### src/design/csc_consts.vh
`ifndef CSC_CONSTS_VH
`define CSC_CONSTS_VH

// register map (offset chosen, single register)
`define CSC_ADDR_W 4
`define CSC_OFF_CTRL0 4'h0
`define CSC_CTRL0_RESET 8'h00

// field positions
`define CSC_BIT_ON 7
`define CSC_BIT_RM 6
`define CSC_RNG_HI 3
`define CSC_RNG_LO 2
`define CSC_BIT_DIR 1
`define CSC_BIT_XCS 0

// writable bits mask
`define CSC_WR_MASK 8'hCD

// range codes
`define CSC_RNG_OFF 2'h0
`define CSC_RNG_LOW 2'h1
`define CSC_RNG_MED 2'h2
`define CSC_RNG_HIGH 2'h3

// timer clock source selection codes
`define CSC_TSRC_SYS 2'h0
`define CSC_TSRC_PIN 2'h1
`define CSC_TSRC_OSC 2'h2

`endif

### src/design/csc_control.v
// Added by the designer: the placing of the registers and the strobed register port.
`timescale 1ns/1ps
`include "csc_consts.vh"
// Notes on behaviour
// - bit 7 high turns the sensing module on; low keeps it off.
// - bit 6 high selects variable reference mode; low selects fixed mode.
// - fixed mode range: 00 off, 01 low, 10 medium, 11 high.
// - external timer clock: select bit 1 uses sense oscillator, 0 the pin.
// - without external option timer uses system clock, select bit ignored.
module csc_control (
   // clock and asynchronous reset
   input wire sys_clk,
   input wire reset_n,
   // register port; read data follows the strobe by one cycle
   input wire [`CSC_ADDR_W-1:0] reg_addr,
   input wire [7:0] reg_wdata,
   input wire reg_wr,
   input wire reg_rd,
   output reg [7:0] reg_rdata,
   // levels from the analog side and the timer pins, already in this clock domain
   input wire oscillator_direction_status,
   input wire timer_clock_option,
   input wire sense_osc_clk,
   input wire timer_clock_pin,
   // oscillator controls towards the analog side
   output reg sense_module_on,
   output reg reference_mode_select,
   output reg osc_run,
   output reg noise_detect,
   output reg [1:0] current_level,
   // timer clock selection
   output reg [1:0] timer_src_sel,
   output reg timer_ext_clk
);


   // a write lands in ctrl_r on the strobe edge; decoded outputs follow one edge later.
   // everything leaving the block is a flop, so the analog side never sees decode glitches.
   // the cost is one extra cycle of latency between a write and the oscillator controls.

   // writable and reset images of the control register
   localparam [7:0] WR_MASK = `CSC_WR_MASK;
   localparam [7:0] CTRL_RST = `CSC_CTRL0_RESET;
   localparam integer CTRL_W = 8;

   // stored control bits and their next value
   reg [7:0] ctrl_r;
   wire [7:0] ctrl_nxt;

   // sampled oscillator direction level, shown in the read view
   reg dir_r;

   // strobe qualifiers after address decode
   wire hit_wr;
   wire hit_rd;

   // named views of the stored fields
   wire field_on;
   wire field_rm;
   wire [1:0] field_rng;
   wire field_xcs;

   // decoder results, registered before they leave the block
   wire dec_run;
   wire dec_noise;
   wire [1:0] dec_level;

   // read image and the next value of the read data
   wire [7:0] rd_view;
   reg [7:0] rdata_nxt;

   // timer clock selection next values
   reg [1:0] tsrc_nxt;
   reg ext_nxt;

   // bit index shared by the per-bit loops below
   genvar gi;

   // the single register sits at one offset; both strobes share this match
   function csc_hit_ctrl0;
      input [`CSC_ADDR_W-1:0] addr;
      begin
         csc_hit_ctrl0 = (addr == `CSC_OFF_CTRL0);
      end
   endfunction

   // timer source code from the option level and the select bit
   function [1:0] csc_tsrc_code;
      input opt_lvl;
      input sel_bit;
      begin
         if (!opt_lvl) begin
            csc_tsrc_code = `CSC_TSRC_SYS;
         end else if (sel_bit) begin
            csc_tsrc_code = `CSC_TSRC_OSC;
         end else begin
            csc_tsrc_code = `CSC_TSRC_PIN;
         end
      end
   endfunction

   // a write strobe only counts at the mapped offset; others are dropped
   assign hit_wr = reg_wr & csc_hit_ctrl0(reg_addr);
   // a read strobe at any other offset returns zero
   assign hit_rd = reg_rd & csc_hit_ctrl0(reg_addr);

   // next value per bit: writable bits take write data, the rest keep their reset value
   generate
      for (gi = 0; gi < CTRL_W; gi = gi + 1) begin : g_ctrl_bit
         if (WR_MASK[gi]) begin : g_wr
            assign ctrl_nxt[gi] = hit_wr ? reg_wdata[gi] : ctrl_r[gi];
         end else begin : g_fixed
            assign ctrl_nxt[gi] = CTRL_RST[gi];
         end
      end
   endgenerate

   // control register; reset clears every bit
   always @(posedge sys_clk or negedge reset_n) begin
      if (!reset_n) begin
         ctrl_r <= CTRL_RST;
      end else begin
         ctrl_r <= ctrl_nxt;
      end
   end

   // field views keep the bit positions in one place
   assign field_on = ctrl_r[`CSC_BIT_ON];
   assign field_rm = ctrl_r[`CSC_BIT_RM];
   assign field_rng = ctrl_r[`CSC_RNG_HI:`CSC_RNG_LO];
   assign field_xcs = ctrl_r[`CSC_BIT_XCS];

   // status level is taken once so a read never sees it move inside a cycle
   always @(posedge sys_clk or negedge reset_n) begin
      if (!reset_n) begin
         dir_r <= 1'h0;
      end else begin
         dir_r <= oscillator_direction_status;
      end
   end

   // read image per bit: status from the sampled level, unused slots zero, the rest stored
   generate
      for (gi = 0; gi < CTRL_W; gi = gi + 1) begin : g_rd_bit
         if (gi == `CSC_BIT_DIR) begin : g_status
            assign rd_view[gi] = dir_r;
         end else if (WR_MASK[gi]) begin : g_stored
            assign rd_view[gi] = ctrl_r[gi];
         end else begin : g_unused
            assign rd_view[gi] = 1'h0;
         end
      end
   endgenerate

   // idle or unmapped cycles give zero, so several slaves can share an or-ed bus
   always @* begin
      rdata_nxt = 8'h00;
      if (hit_rd) begin
         rdata_nxt = rd_view;
      end
   end

   // read data stands only in the cycle after the strobe
   always @(posedge sys_clk or negedge reset_n) begin
      if (!reset_n) begin
         reg_rdata <= 8'h00;
      end else begin
         reg_rdata <= rdata_nxt;
      end
   end

   // range decoding lives in its own block so the mode table is easy to audit
   csc_decode csc_decode_inst (
      .module_on(field_on),
      .ref_mode(field_rm),
      .range_code(field_rng),
      .osc_run(dec_run),
      .noise_detect(dec_noise),
      .current_level(dec_level)
   );

   // the chosen level is passed on; the system source carries no external level
   always @* begin
      tsrc_nxt = csc_tsrc_code(timer_clock_option, field_xcs);
      case (tsrc_nxt)
         `CSC_TSRC_PIN: ext_nxt = timer_clock_pin;
         `CSC_TSRC_OSC: ext_nxt = sense_osc_clk;
         default: ext_nxt = 1'h0;
      endcase
   end

   // mode bits leave through flops so they track ctrl_r one cycle behind
   always @(posedge sys_clk or negedge reset_n) begin
      if (!reset_n) begin
         sense_module_on <= 1'h0;
         reference_mode_select <= 1'h0;
      end else begin
         sense_module_on <= field_on;
         reference_mode_select <= field_rm;
      end
   end

   // oscillator drive leaves through flops; all three change on the same edge
   always @(posedge sys_clk or negedge reset_n) begin
      if (!reset_n) begin
         osc_run <= 1'h0;
         noise_detect <= 1'h0;
         current_level <= `CSC_RNG_OFF;
      end else begin
         osc_run <= dec_run;
         noise_detect <= dec_noise;
         current_level <= dec_level;
      end
   end

   // timer selection is registered; the external clock is a sampled level one cycle late
   // limitation: a source faster than half the system clock is aliased, not counted
   always @(posedge sys_clk or negedge reset_n) begin
      if (!reset_n) begin
         timer_src_sel <= `CSC_TSRC_SYS;
         timer_ext_clk <= 1'h0;
      end else begin
         timer_src_sel <= tsrc_nxt;
         timer_ext_clk <= ext_nxt;
      end
   end
endmodule // csc_control

### src/design/csc_decode.v
`timescale 1ns/1ps
// turns control fields into oscillator drive settings
module csc_decode (
   input wire module_on,
   input wire ref_mode,
   input wire [1:0] range_code,
   output reg osc_run,
   output reg noise_detect,
   output reg [1:0] current_level
);
`include "csc_consts.vh"

   // range decoding depends on reference mode
   always @* begin
      osc_run = 1'h0;
      noise_detect = 1'h0;
      current_level = `CSC_RNG_OFF;
      if (module_on) begin
         if (range_code == `CSC_RNG_OFF) begin
            osc_run = ref_mode;
            noise_detect = ref_mode;
         end else begin
            osc_run = 1'h1;
            current_level = range_code;
         end
      end
   end
endmodule // csc_decode

### config.mk
export PLATFORM = sky130hd
export DESIGN_NAME = csc_control
export DESIGN_NICKNAME = d
export VERILOG_FILES = /design/src/design/csc_control.v /design/src/design/csc_decode.v
export VERILOG_INCLUDE_DIRS = /design/src /design/src/design
export SDC_FILE = /design/constraint.sdc
export NUM_CORES = 1
export LEC_CHECK = 0
export ABC_AREA = 1
export BUFFER_PORTS_ARGS = -buffer_cell sky130_fd_sc_hd__buf_2
export CAP_MARGIN = 20
export CORE_MARGIN = 2
export CORE_UTILIZATION = 24
export CTS_CLUSTER_SIZE = 28
export DETAILED_ROUTE_END_ITERATION = 10
export PLACE_DENSITY_LB_ADDON = 0.1
export SYNTH_ARGS = -nofsm -noshare
export SYNTH_HDL_FRONTEND = slang
export SYNTH_SLANG_ARGS = --single-unit
export TNS_END_PERCENT = 30
### constraint.sdc
create_clock -name sys_clk -period 0.9 [get_ports sys_clk]
set_input_delay 0.09 -clock sys_clk [delete_from_list [all_inputs] [get_ports sys_clk]]
set_output_delay 0.09 -clock sys_clk [all_outputs]
set_load 0.05 [all_outputs]
* After elaboration in Yosys (flattened, before gate mapping) *
Index checks and enable logic that the tools add are counted.

cells by class
  reductions and logical operators = 2
  bitwise gates (word level) = 2
  equality and inequality tests = 2
  muxes and demuxes = 10

operators by type and width
  operator                                             number
  2-to-1 mux 2 bit                                     4
  2-to-1 mux 8 bit                                     1
  zero test 4 bit                                      1
  2-to-1 mux 1 bit                                     4
  AND 1 bit                                            2
  equality test 2 x 1 -> 1 bit, second input constant  1
  equality test 2 bit, second input constant           1
  zero test 2 bit                                      1
  one-hot mux 1 bit (2 select lines)                   1

word-level totals
  output and inout bits = 17
  register bits after elaboration = 23
  word-level logic and storage cells = 26
  input port bits = 20

* Depth between registers and ports, before layout *
Gate-level depths: netlist (run 1).

  word-level depth = 4
  mapped depth = 4
  gate-level depth less buffers = 4

* By module *
From an unflattened synthesis (run 1), not the netlist that was laid out.

second synthesis, totals
  cells, all modules = 70
  area total of the unflattened synthesis = 752.0 um2

modules (own cells, without submodules)
  module       sequential area each (um2)  times used  cells an instance  area an instance (um2)
  csc_control  525.5                       1           62                 711.9
  csc_decode   0.0                         1           8                  40.0

* Worst setup path before layout (run 1) *
Ideal clock, no wire load.

  path type = input to register
  start point = input port reg_addr[3]
  end point = register ctrl_r[0]
  buffers on the path = 0
  arrival time = 0.597 ns
  slack = 0.185 ns
  library setup time = 0.117 ns
  required time = 0.783 ns
  cell stages on the path = 4
  path through = nor2_2 > nand3_1 > nand2_1 > nand2_1

between the ends
  longest elaborated chain between the ends = 2

ends and longest elaborated chain
  element                    line               RTL
  start: declaration         csc_control.v:15   input wire [`CSC_ADDR_W-1:0] reg_addr,
  zero test 4 bit (no line)  -
  AND 1 bit                  csc_control.v:103  assign hit_wr = reg_wr & csc_hit_ctrl0(reg_addr);
  end signal: assignment     csc_control.v:123  ctrl_r <= ctrl_nxt;
  end: declaration           csc_control.v:47   reg [7:0] ctrl_r;

No other way between the ends.
A chain may end at the register's enable or synchronous reset.

* Final worst setup path (run 1) *
  start point = register timer_ext_clk
  end point = output port timer_ext_clk

RTL lines
  element                   line               RTL
  start: declaration        csc_control.v:33   output reg timer_ext_clk
  start signal: assignment  csc_control.v:224  timer_ext_clk <= ext_nxt;

No word-level cell between the ends.

==> impl_metrics.toml, run 1 <==
[worst_setup_path]
reg2reg_depth = 3
crit_buf_inv = 1
crit_type = "flip-flop to output pin"
cp_top_family = "flip-flops"
path_max_fanout = 1
rr_startpoint = "ctrl_r[3]$_DFFE_PN0P_"
critPathLaunchType = "flip-flop"
reg2reg_setup_slack_ns = 0.10
cp-end-kind = "output pin"
slowest_delay_ns = 0.41
cp_cell_sequence = "buf_6"
cp.required_ns = 0.81
r2r-end = "noise_detect$_DFF_PN0_"
cp.arrival_ns = 0.86
cp_slowest_cell = "dfrtp_1"

[timing]
finalMaxSlewViolations = 0
setup_viol = 15
final_hold_viol_count = 0
setup_ws_ns = -0.05423
skew_ns = 0.005908
rsz0062_at_grt = "yes"
fin_crit_sh_pct = 106.0
fmax_ghz = 1.048
post-route-min-period_ns = 0.9542

[cells_and_area]
drive_gt1_share_pct = 36.04
nets = 132
syn_to_final_growth_pct = 50.00
fillCellCount = 315
antennaDiodeCount = 0
fin_util_pct = 37.13

[logic_synthesis]
synth.cell_area_um2 = 743.2
synth_cell_types = 11
synth_cells = 70
synth_top_area_cell = "dfrtp_1"
synth-seq-area-share_pct = 70.71
synth_top_area_share_pct = 70.71
yosys-top-cells-area = "dfrtp_1, nand2_1, inv_1"
synthXorXnorAreaFrac_pct = 0
synthMuxAreaShare_pct = 0
synth_compound_area_share_pct = 0.6734
synth_warnings = 0
synth_top_family_by_area = "simple AND/OR/NAND/NOR gates"
yosys.area_share.simple_pct = 21.04
synth-seq-cells = 21
syn_area_per_cell_um2 = 10.62
synth_adder_area_share_pct = 0

[floorplan]
die_y_um = 59.65
die-area_um2 = 3558
core_area_um2 = 3003
initial_core_util_pct = 24.75
die_x_um = 59.65
std_cell_rows = 20
io_pins = 37

[clocking]
cts_made_buffers = 3
cts.sinks = 21
clkLatencyLatePin_ns = 0.30
cts_buffer_depth = 2
cts_root_buf = "clkbuf_4"
cts_tree = "done"
clk_pin_slew_ns = 0.12
htreeDepth = 1

[placed_design]
gp_congestion = 0.7083
hpwl_um = 1038
port-buffer-count = 31

[drt]
drtAntennaViolNets = 0
drtIter0Drc = 14
wl_per_cell_um = 10.04
drc_errors = 0
vias = 569
totalWireLength_um = 1446
vias_per_cell = 3.951
first_pass_iters = 4

[flow_run]
drv_cap = 0

[pwr]
total_power_mw = 2.155
p_leak_nw = 0.6174
peakVddDrop_v = 0.0003781
power.density_nw_per_um2 = 1933

[global_routing]
grt_pass1_wl_um = 2283
grt_antenna_before_repair = 0
grt_overflow = 0
grt_usage_pct = 8.976
grt_use_met2_pct = 14.44
busiest_layer = "met2"
grt_max_degree = 22
grt_pass1_vias = 549
grt.met1_usage_pct = 10.78
grt.met3_usage_pct = 1.299

[min_path]
hold_start = "reg_wdata[0]"
hp-class = "input port to flip-flop"
holdPathStages = 3
whs_endpoint = "ctrl_r[0]$_DFFE_PN0P_"

[status]
outcome = "finished with violations"
violations = "setup timing"
-- report_power, final --
part	leakage (nW)	internal [mW]	switching, mW	total [mW]
Clock	0.0177	0.165	0.281	0.446
Sequential	0.277	1.05	0.0786	1.13
Combinational	0.323	0.205	0.373	0.579
Total	0.617	1.42	0.733	2.16
-- sequential cells by signal, indices dropped and copies added (netlist names) --
| register | count |
|---|---|
| reg_rdata | 6 |
| ctrl_r | 5 |
| current_level | 2 |
| timer_src_sel | 2 |
| dir_r | 1 |
| noise_detect | 1 |
| osc_run | 1 |
| reference_mode_select | 1 |
| sense_module_on | 1 |
| timer_ext_clk | 1 |
-- per-layer routing --
metal  share of wire, %  up-vias
met2                 51       23
li1                   -      291
met5                  0        -
met1                 41      253
met3                6.5        2
met4                1.7        0
-- Yosys cell counts --
library cell / n
dfrtp_1: 21
nand2_1: 17
inv_1: 10
nor2_1: 9
nand4_1: 5
buf_4: 2
nor2_2: 2
a21oi_1: 1
conb_1: 1
nand3_1: 1
nand3_2: 1
-- final cells by class --
class                   instances  area (um2)  area share, %
flip-flops and latches         21       525.5          47.14
repair buffers                 38       314.1          28.17
multi-input cells              38       168.9          15.15
well taps                      33       41.29          3.704
inverters                      10       37.54          3.367
clock buffers                   3       22.52          2.020
clock inverters                 1       5.005         0.4489
-- cell usage in the layout, fill, tap and decap left out --
cell	n
a21oi_1	1
buf_2	16
buf_4	2
buf_6	15
clkbuf_4	3
clkinv_2	1
conb_1	2
dfrtp_1	21
dlygate4sd3_1	5
inv_1	10
nand2_1	17
nand3_1	1
nand3_2	1
nand4_1	5
nor2_1	9
nor2_2	2
-- tightest hold or removal path: stages --
cell and delay, ns:
buf_2 0.10, nand4_1 0.07, nand2_1 0.05
-- stage by stage --
stage / setup TNS, ns / instance area (um2) / hold slack [ns] / setup WS, ns / std cells
after floorplan: 0 / 747.0 / -0.2056 / 0.1855 / 71
after global placement: 0 / 943.4 / 0.07033 / 0.06619 / 135
after detailed placement: 0 / 943.4 / 0.07422 / 0.06251 / 135
after CTS: -0.7580 / 1115 / 0.01265 / -0.06359 / 144
after global routing: -1.123 / 1115 / 0.03135 / -0.1129 / 144
final: -0.4585 / 1115 / 0.03220 / -0.05423 / 144
-- timing repair --
item	4_1_cts	5_1_grt
hold endpoints to repair	25	0
hold buffers	5	0
resized for setup	30	0
buffers inserted	0	0
setup endpoints to repair	15	15
-- kinds of logic after synthesis --
logic type             count (synthesis)
buffers and inverters                 12
AND/OR/NAND/NOR                       35
other                                  1
AO/OA/AOI/OAI                          1
flip-flops                            21
-- worst max path at each step --
stage	cells past startpoint	startpoint	end
5_1_grt	1	timer_ext_clk$_DFF_PN0_	timer_ext_clk
3_5_place_dp	5	reg_addr[3]	ctrl_r[3]$_DFFE_PN0P_
3_3_place_gp	5	reg_addr[3]	ctrl_r[7]$_DFFE_PN0P_
6_report	1	timer_ext_clk$_DFF_PN0_	timer_ext_clk
4_1_cts	1	reg_rdata[0]$_DFF_PN0_	reg_rdata[0]
2_1_floorplan	4	reg_addr[3]	ctrl_r[0]$_DFFE_PN0P_
No activity file was read; power rests on OpenSTA's default activity.
==> run 2, diff against run 1 <==
--- a/config.mk
+++ b/config.mk
@@ -14,6 +14,8 @@
 export CTS_CLUSTER_SIZE = 28
 export DETAILED_ROUTE_END_ITERATION = 10
 export PLACE_DENSITY_LB_ADDON = 0.1
+export REMOVE_ABC_BUFFERS = 1
+export SKIP_CTS_REPAIR_TIMING = 1
 export SYNTH_ARGS = -nofsm -noshare
 export SYNTH_HDL_FRONTEND = slang
 export SYNTH_SLANG_ARGS = --single-unit
==> run 2 against run 1 <==
  * The run still ends with setup timing left
  * Sequential cell count is the same
  * Sequential power barely moved
  * Hold slack worse by 0.011 ns
  * Register-to-register slack better by 0.03 ns
  * Final area is 0.34% lower
  * Global-route usage shrank 1.4 points
  * Clock-buffer cell count up 1
  * Combinational power fell by 1%
  * Core utilization fell by 0.13 points
  * Critical path depth unchanged
  * Non-clock buffer count is the same
  * Setup slack gained 0.036 ns
  * Critical path type unchanged
  * Critical endpoint is now reg_rdata[0]
==> impl_metrics.toml, run 2 (synthesis gave the netlist of run 1 again) <==
[status]
outcome = "finished with violations"
violations = "setup timing"

[worst_setup_path]
rr_startpoint = "ctrl_r[3]$_DFFE_PN0P_"
reg2reg_setup_slack_ns = 0.13
cp_slowest_cell = "dfrtp_1"
cp.arrival_ns = 0.83
crit_buf_inv = 1
cp-end-kind = "output pin"
reg2reg_depth = 3
cp_top_family = "flip-flops"
cp.required_ns = 0.81
r2r-end = "noise_detect$_DFF_PN0_"
path_max_fanout = 1
crit_type = "flip-flop to output pin"
cp_cell_sequence = "buf_6"
slowest_delay_ns = 0.39
critPathLaunchType = "flip-flop"

[global_routing]
grt_usage_pct = 7.553
grt_overflow = 0
grt_pass1_vias = 496
grt_max_degree = 22
grt_pass1_wl_um = 1959
grt_antenna_before_repair = 0

[timing]
skew_ns = 0.004481
final_hold_viol_count = 0
setup_ws_ns = -0.01805
post-route-min-period_ns = 0.9181
fin_hold_ws_ns = 0.02169
rsz0062_at_grt = "yes"
finalMaxSlewViolations = 0
setup_viol = 15
final.setup.tns_ns = -0.1785
fin_crit_sh_pct = 102.0
fmax_ghz = 1.089

[flow_run]
drv_cap = 0

[pwr]
clkPwrFrac_pct = 19.8
intPower_mw = 1.428
sw_frac_of_total_pct = 32.67
peakVddDrop_v = 0.0003660
seqPwrFrac_pct = 53.2
power.density_nw_per_um2 = 1909
total_power_mw = 2.121
p_comb_share_pct = 27.0
p_sw_uw = 693.1
p_leak_nw = 0.6156

[floorplan]
die_x_um = 59.65
die-area_um2 = 3558
io_pins = 37
initial_core_util_pct = 24.75
die_y_um = 59.65
core_area_um2 = 3003
std_cell_rows = 20

[clocking]
cts_tree = "done"
cts.sinks = 21
clk_pin_slew_ns = 0.11
cts_root_buf = "clkbuf_4"
cts_made_buffers = 3
cts_buffer_depth = 2
htreeDepth = 1
clkLatencyLatePin_ns = 0.29

[drt]
totalWireLength_um = 1328
drtAntennaViolNets = 0
drtIter0Drc = 6
drc_errors = 0
vias = 564
first_pass_iters = 2
vias_per_cell = 3.917
wl_per_cell_um = 9.222

[placed_design]
place_area_um2 = 950.9
port-buffer-count = 31
gp_congestion = 0.6174
placed_cells = 136
hpwl_um = 994.5
dp_slack_ns = 0.08513

[min_path]
holdPathStages = 3
hp-class = "input port to flip-flop"
hold_start = "timer_clock_option"
whs_endpoint = "timer_src_sel[0]$_DFF_PN0_"

[cells_and_area]
syn_to_final_growth_pct = 49.50
layout.cells.non_filler = 144
design_area_um2 = 1111
fin_util_pct = 37.00
top_regs = "reg_rdata: 6 flops, ctrl_r: 5 flops"
final_common_cell = "dfrtp_1"
drive_gt1_share_pct = 36.04
largest_reg_flops = 6
largest_register = "reg_rdata"
layout_common_cells = "dfrtp_1, nand2_1, buf_2, buf_6, inv_1"
nets = 132
antennaDiodeCount = 0
==> run 2: cell count changes in the layout (fill, tap and decap cells not counted) <==
cell,delta
clkbuf_1,+1
clkinv_2,-1
dlygate4sd3_1,-1
buf_4,+1
==> run 2: layout make-up <==
type | instances | area, um2
well taps | 33 | 41.29
clock buffers | 4 | 26.28
multi-input cells | 38 | 168.9
flip-flops and latches | 21 | 525.5
inverters | 10 | 37.54
repair buffers | 38 | 311.5
fillers | 309 | 1892
==> run 2: power groups by stage <==
stage                     sequential [mW]  clock, mW  combinational, mW
after CTS                            1.12      0.456              0.492
after floorplan                      1.34          0              0.123
after global routing                 1.15      0.481              0.615
after detailed placement             1.14          0              0.491
final                                1.13      0.419              0.573
after global placement               1.13          0              0.492
==> run 2: worst max-delay path by stage <==
stage	depth (start not counted)	start	end	slack (ns)
detailed placement	5	reg_addr[3]	reg_rdata[6]$_DFF_PN0_	0.09
CTS	1	reg_rdata[0]$_DFF_PN0_	reg_rdata[0]	-0.09
floorplan	4	reg_addr[3]	ctrl_r[0]$_DFFE_PN0P_	0.19
global placement	5	reg_addr[1]	reg_rdata[6]$_DFF_PN0_	0.09
finish	1	reg_rdata[0]$_DFF_PN0_	reg_rdata[0]	-0.02
global route	1	reg_rdata[2]$_DFF_PN0_	reg_rdata[2]	-0.06
==> run 2: worst reg2reg max path, delay by kind of cell, from the launching register on <==
family	cells	cell delay, ns
flops	1	0.42
simple gates	3	0.29
==> run 2: layer usage <==
| metal | global-route usage (%) | part of all wire, % | wire length, um |
|---|---|---|---|
| met5 | 0 | 0 | 0 |
| met4 | 6.667 | 2.0 | 27 |
| met3 | 1.299 | 6.6 | 87 |
| met2 | 11.34 | 50 | 661 |
| met1 | 9.216 | 42 | 552 |
==> run 3, diff against run 2 <==
--- a/config.mk
+++ b/config.mk
@@ -9,7 +9,6 @@
 export ABC_AREA = 1
 export BUFFER_PORTS_ARGS = -buffer_cell sky130_fd_sc_hd__buf_2
 export CAP_MARGIN = 20
-export CORE_MARGIN = 2
 export CORE_UTILIZATION = 24
 export CTS_CLUSTER_SIZE = 28
 export DETAILED_ROUTE_END_ITERATION = 10
==> run 3 against run 2 <==
  * Wire length about the same
  * Critical path type unchanged
  * Register-to-register slack worse by 0.03 ns
  * Highest routed layer is now met3
  * Largest power group unchanged
  * Fmax down 1.7%
  * The run ends with DRC, setup timing left
  * Clock skew up 0.0017 ns
  * Via count up 0.71%
  * Setup slack worse by 0.016 ns
  * First-iteration DRC count up 83%
  * Non-clock buffer count unchanged
  * Sequential power about the same
==> impl_metrics.toml, run 3 (synthesis gave the netlist of run 1 again) <==
[status]
outcome = "finished with violations"
violations = "DRC, setup timing"

[global_routing]
grt_usage_pct = 8.952
grt_pass1_wl_um = 2201
grt_overflow = 0
grt_max_degree = 22
grt_pass1_vias = 526
grt_antenna_before_repair = 0

[timing]
setup_ws_ns = -0.03399
post-route-min-period_ns = 0.9340
final.setup.tns_ns = -0.2509
rsz0062_at_grt = "yes"
finalMaxSlewViolations = 0
fmax_ghz = 1.071
skew_ns = 0.006219
setup_viol = 15
fin_crit_sh_pct = 103.8
final_hold_viol_count = 0

[clocking]
htreeDepth = 1
cts.sinks = 21
cts_tree = "done"
cts_root_buf = "clkbuf_4"
cts_buffer_depth = 2
clk_pin_slew_ns = 0.11
cts_made_buffers = 3
clkLatencyLatePin_ns = 0.29

[worst_setup_path]
crit_buf_inv = 1
r2r-end = "noise_detect$_DFF_PN0_"
critPathLaunchType = "flip-flop"
cp-end-kind = "output pin"
crit_type = "flip-flop to output pin"
cp_top_family = "flip-flops"
cp.required_ns = 0.81
cp_cell_sequence = "buf_6"
cp.arrival_ns = 0.84
rr_startpoint = "ctrl_r[3]$_DFFE_PN0P_"
path_max_fanout = 1
reg2reg_depth = 3
slowest_delay_ns = 0.40
cp_slowest_cell = "dfrtp_1"
reg2reg_setup_slack_ns = 0.10

[drt]
vias = 568
totalWireLength_um = 1327
vias_per_cell = 4.000
drc_errors = 2
drtAntennaViolNets = 0
drtIter0Drc = 11
wl_per_cell_um = 9.345
first_pass_iters = 7

[cells_and_area]
largest_reg_flops = 6
top_regs = "reg_rdata: 6 flops, ctrl_r: 5 flops"
fillCellCount = 296
nets = 132
fin_util_pct = 39.04
register_area_um2 = 525.5
largest_register = "reg_rdata"
design_area_um2 = 1114
drive_gt1_share_pct = 36.04
final_common_cell = "dfrtp_1"
antennaDiodeCount = 0
layout_common_cells = "dfrtp_1, nand2_1, buf_2, buf_6, inv_1"
syn_to_final_growth_pct = 49.83
multi_input_area_um2 = 171.4

[placed_design]
port-buffer-count = 31
place_area_um2 = 940.9
gp_congestion = 0.6294
hpwl_um = 1014

[floorplan]
std_cell_rows = 19
io_pins = 37
die-area_um2 = 3324
die_x_um = 57.65
die_y_um = 57.65
initial_core_util_pct = 26.05
core_area_um2 = 2853

[pwr]
peakVddDrop_v = 0.0005212
p_leak_nw = 0.6150
power.density_nw_per_um2 = 1920
total_power_mw = 2.138

[min_path]
holdPathStages = 3
hp-class = "input port to flip-flop"
whs_endpoint = "ctrl_r[6]$_DFFE_PN0P_"
hold_start = "reg_wdata[6]"

[flow_run]
drv_cap = 0
run 3: worst max-delay path by stage:
stage / from / end / slack, ns / depth (start not counted)
2_1_floorplan: reg_addr[3] / ctrl_r[0]$_DFFE_PN0P_ / 0.19 / 4
3_3_place_gp: reg_addr[3] / ctrl_r[0]$_DFFE_PN0P_ / 0.06 / 5
3_5_place_dp: reg_addr[3] / ctrl_r[2]$_DFFE_PN0P_ / 0.08 / 5
4_1_cts: reference_mode_select$_DFF_PN0_ / reference_mode_select / -0.1 / 1
5_1_grt: reference_mode_select$_DFF_PN0_ / reference_mode_select / -0.09 / 1
6_report: reference_mode_select$_DFF_PN0_ / reference_mode_select / -0.03 / 1
run 3: area by class of cell:
class	count	share of cell area, %
repair buffers	38	28.20
well taps	31	3.483
multi-input cells	38	15.39
flip-flops and latches	21	47.19
inverters	10	3.371
clock buffers	4	2.360
run 3: where the power goes:
group          internal [mW]  switching [mW]  total (mW)
registers               1.05          0.0828        1.13
logic                  0.208           0.372       0.580
clock network          0.172           0.252       0.424
total                   1.43           0.707        2.14
run 3: stage by stage:
step | hold slack, ns | worst slack (ns) | instances
after detailed placement | 0.06307 | 0.07603 | 133
final | 0.04502 | -0.03399 | 142
after floorplan | -0.2056 | 0.1855 | 69
after global routing | 0.03733 | -0.08652 | 142
after global placement | 0.06468 | 0.06093 | 133
after CTS | -0.2674 | -0.09868 | 137
run 3: metal layers:
metal	up-vias	part of all wire, %	routed length [um]	GRT usage, %
met1	251	44	584	11.54
met3	0	6.6	88	1.339
met5	-	0	0	0
li1	289	-	-	-
met2	28	49	654	13.46
met4	0	0	0	7.143
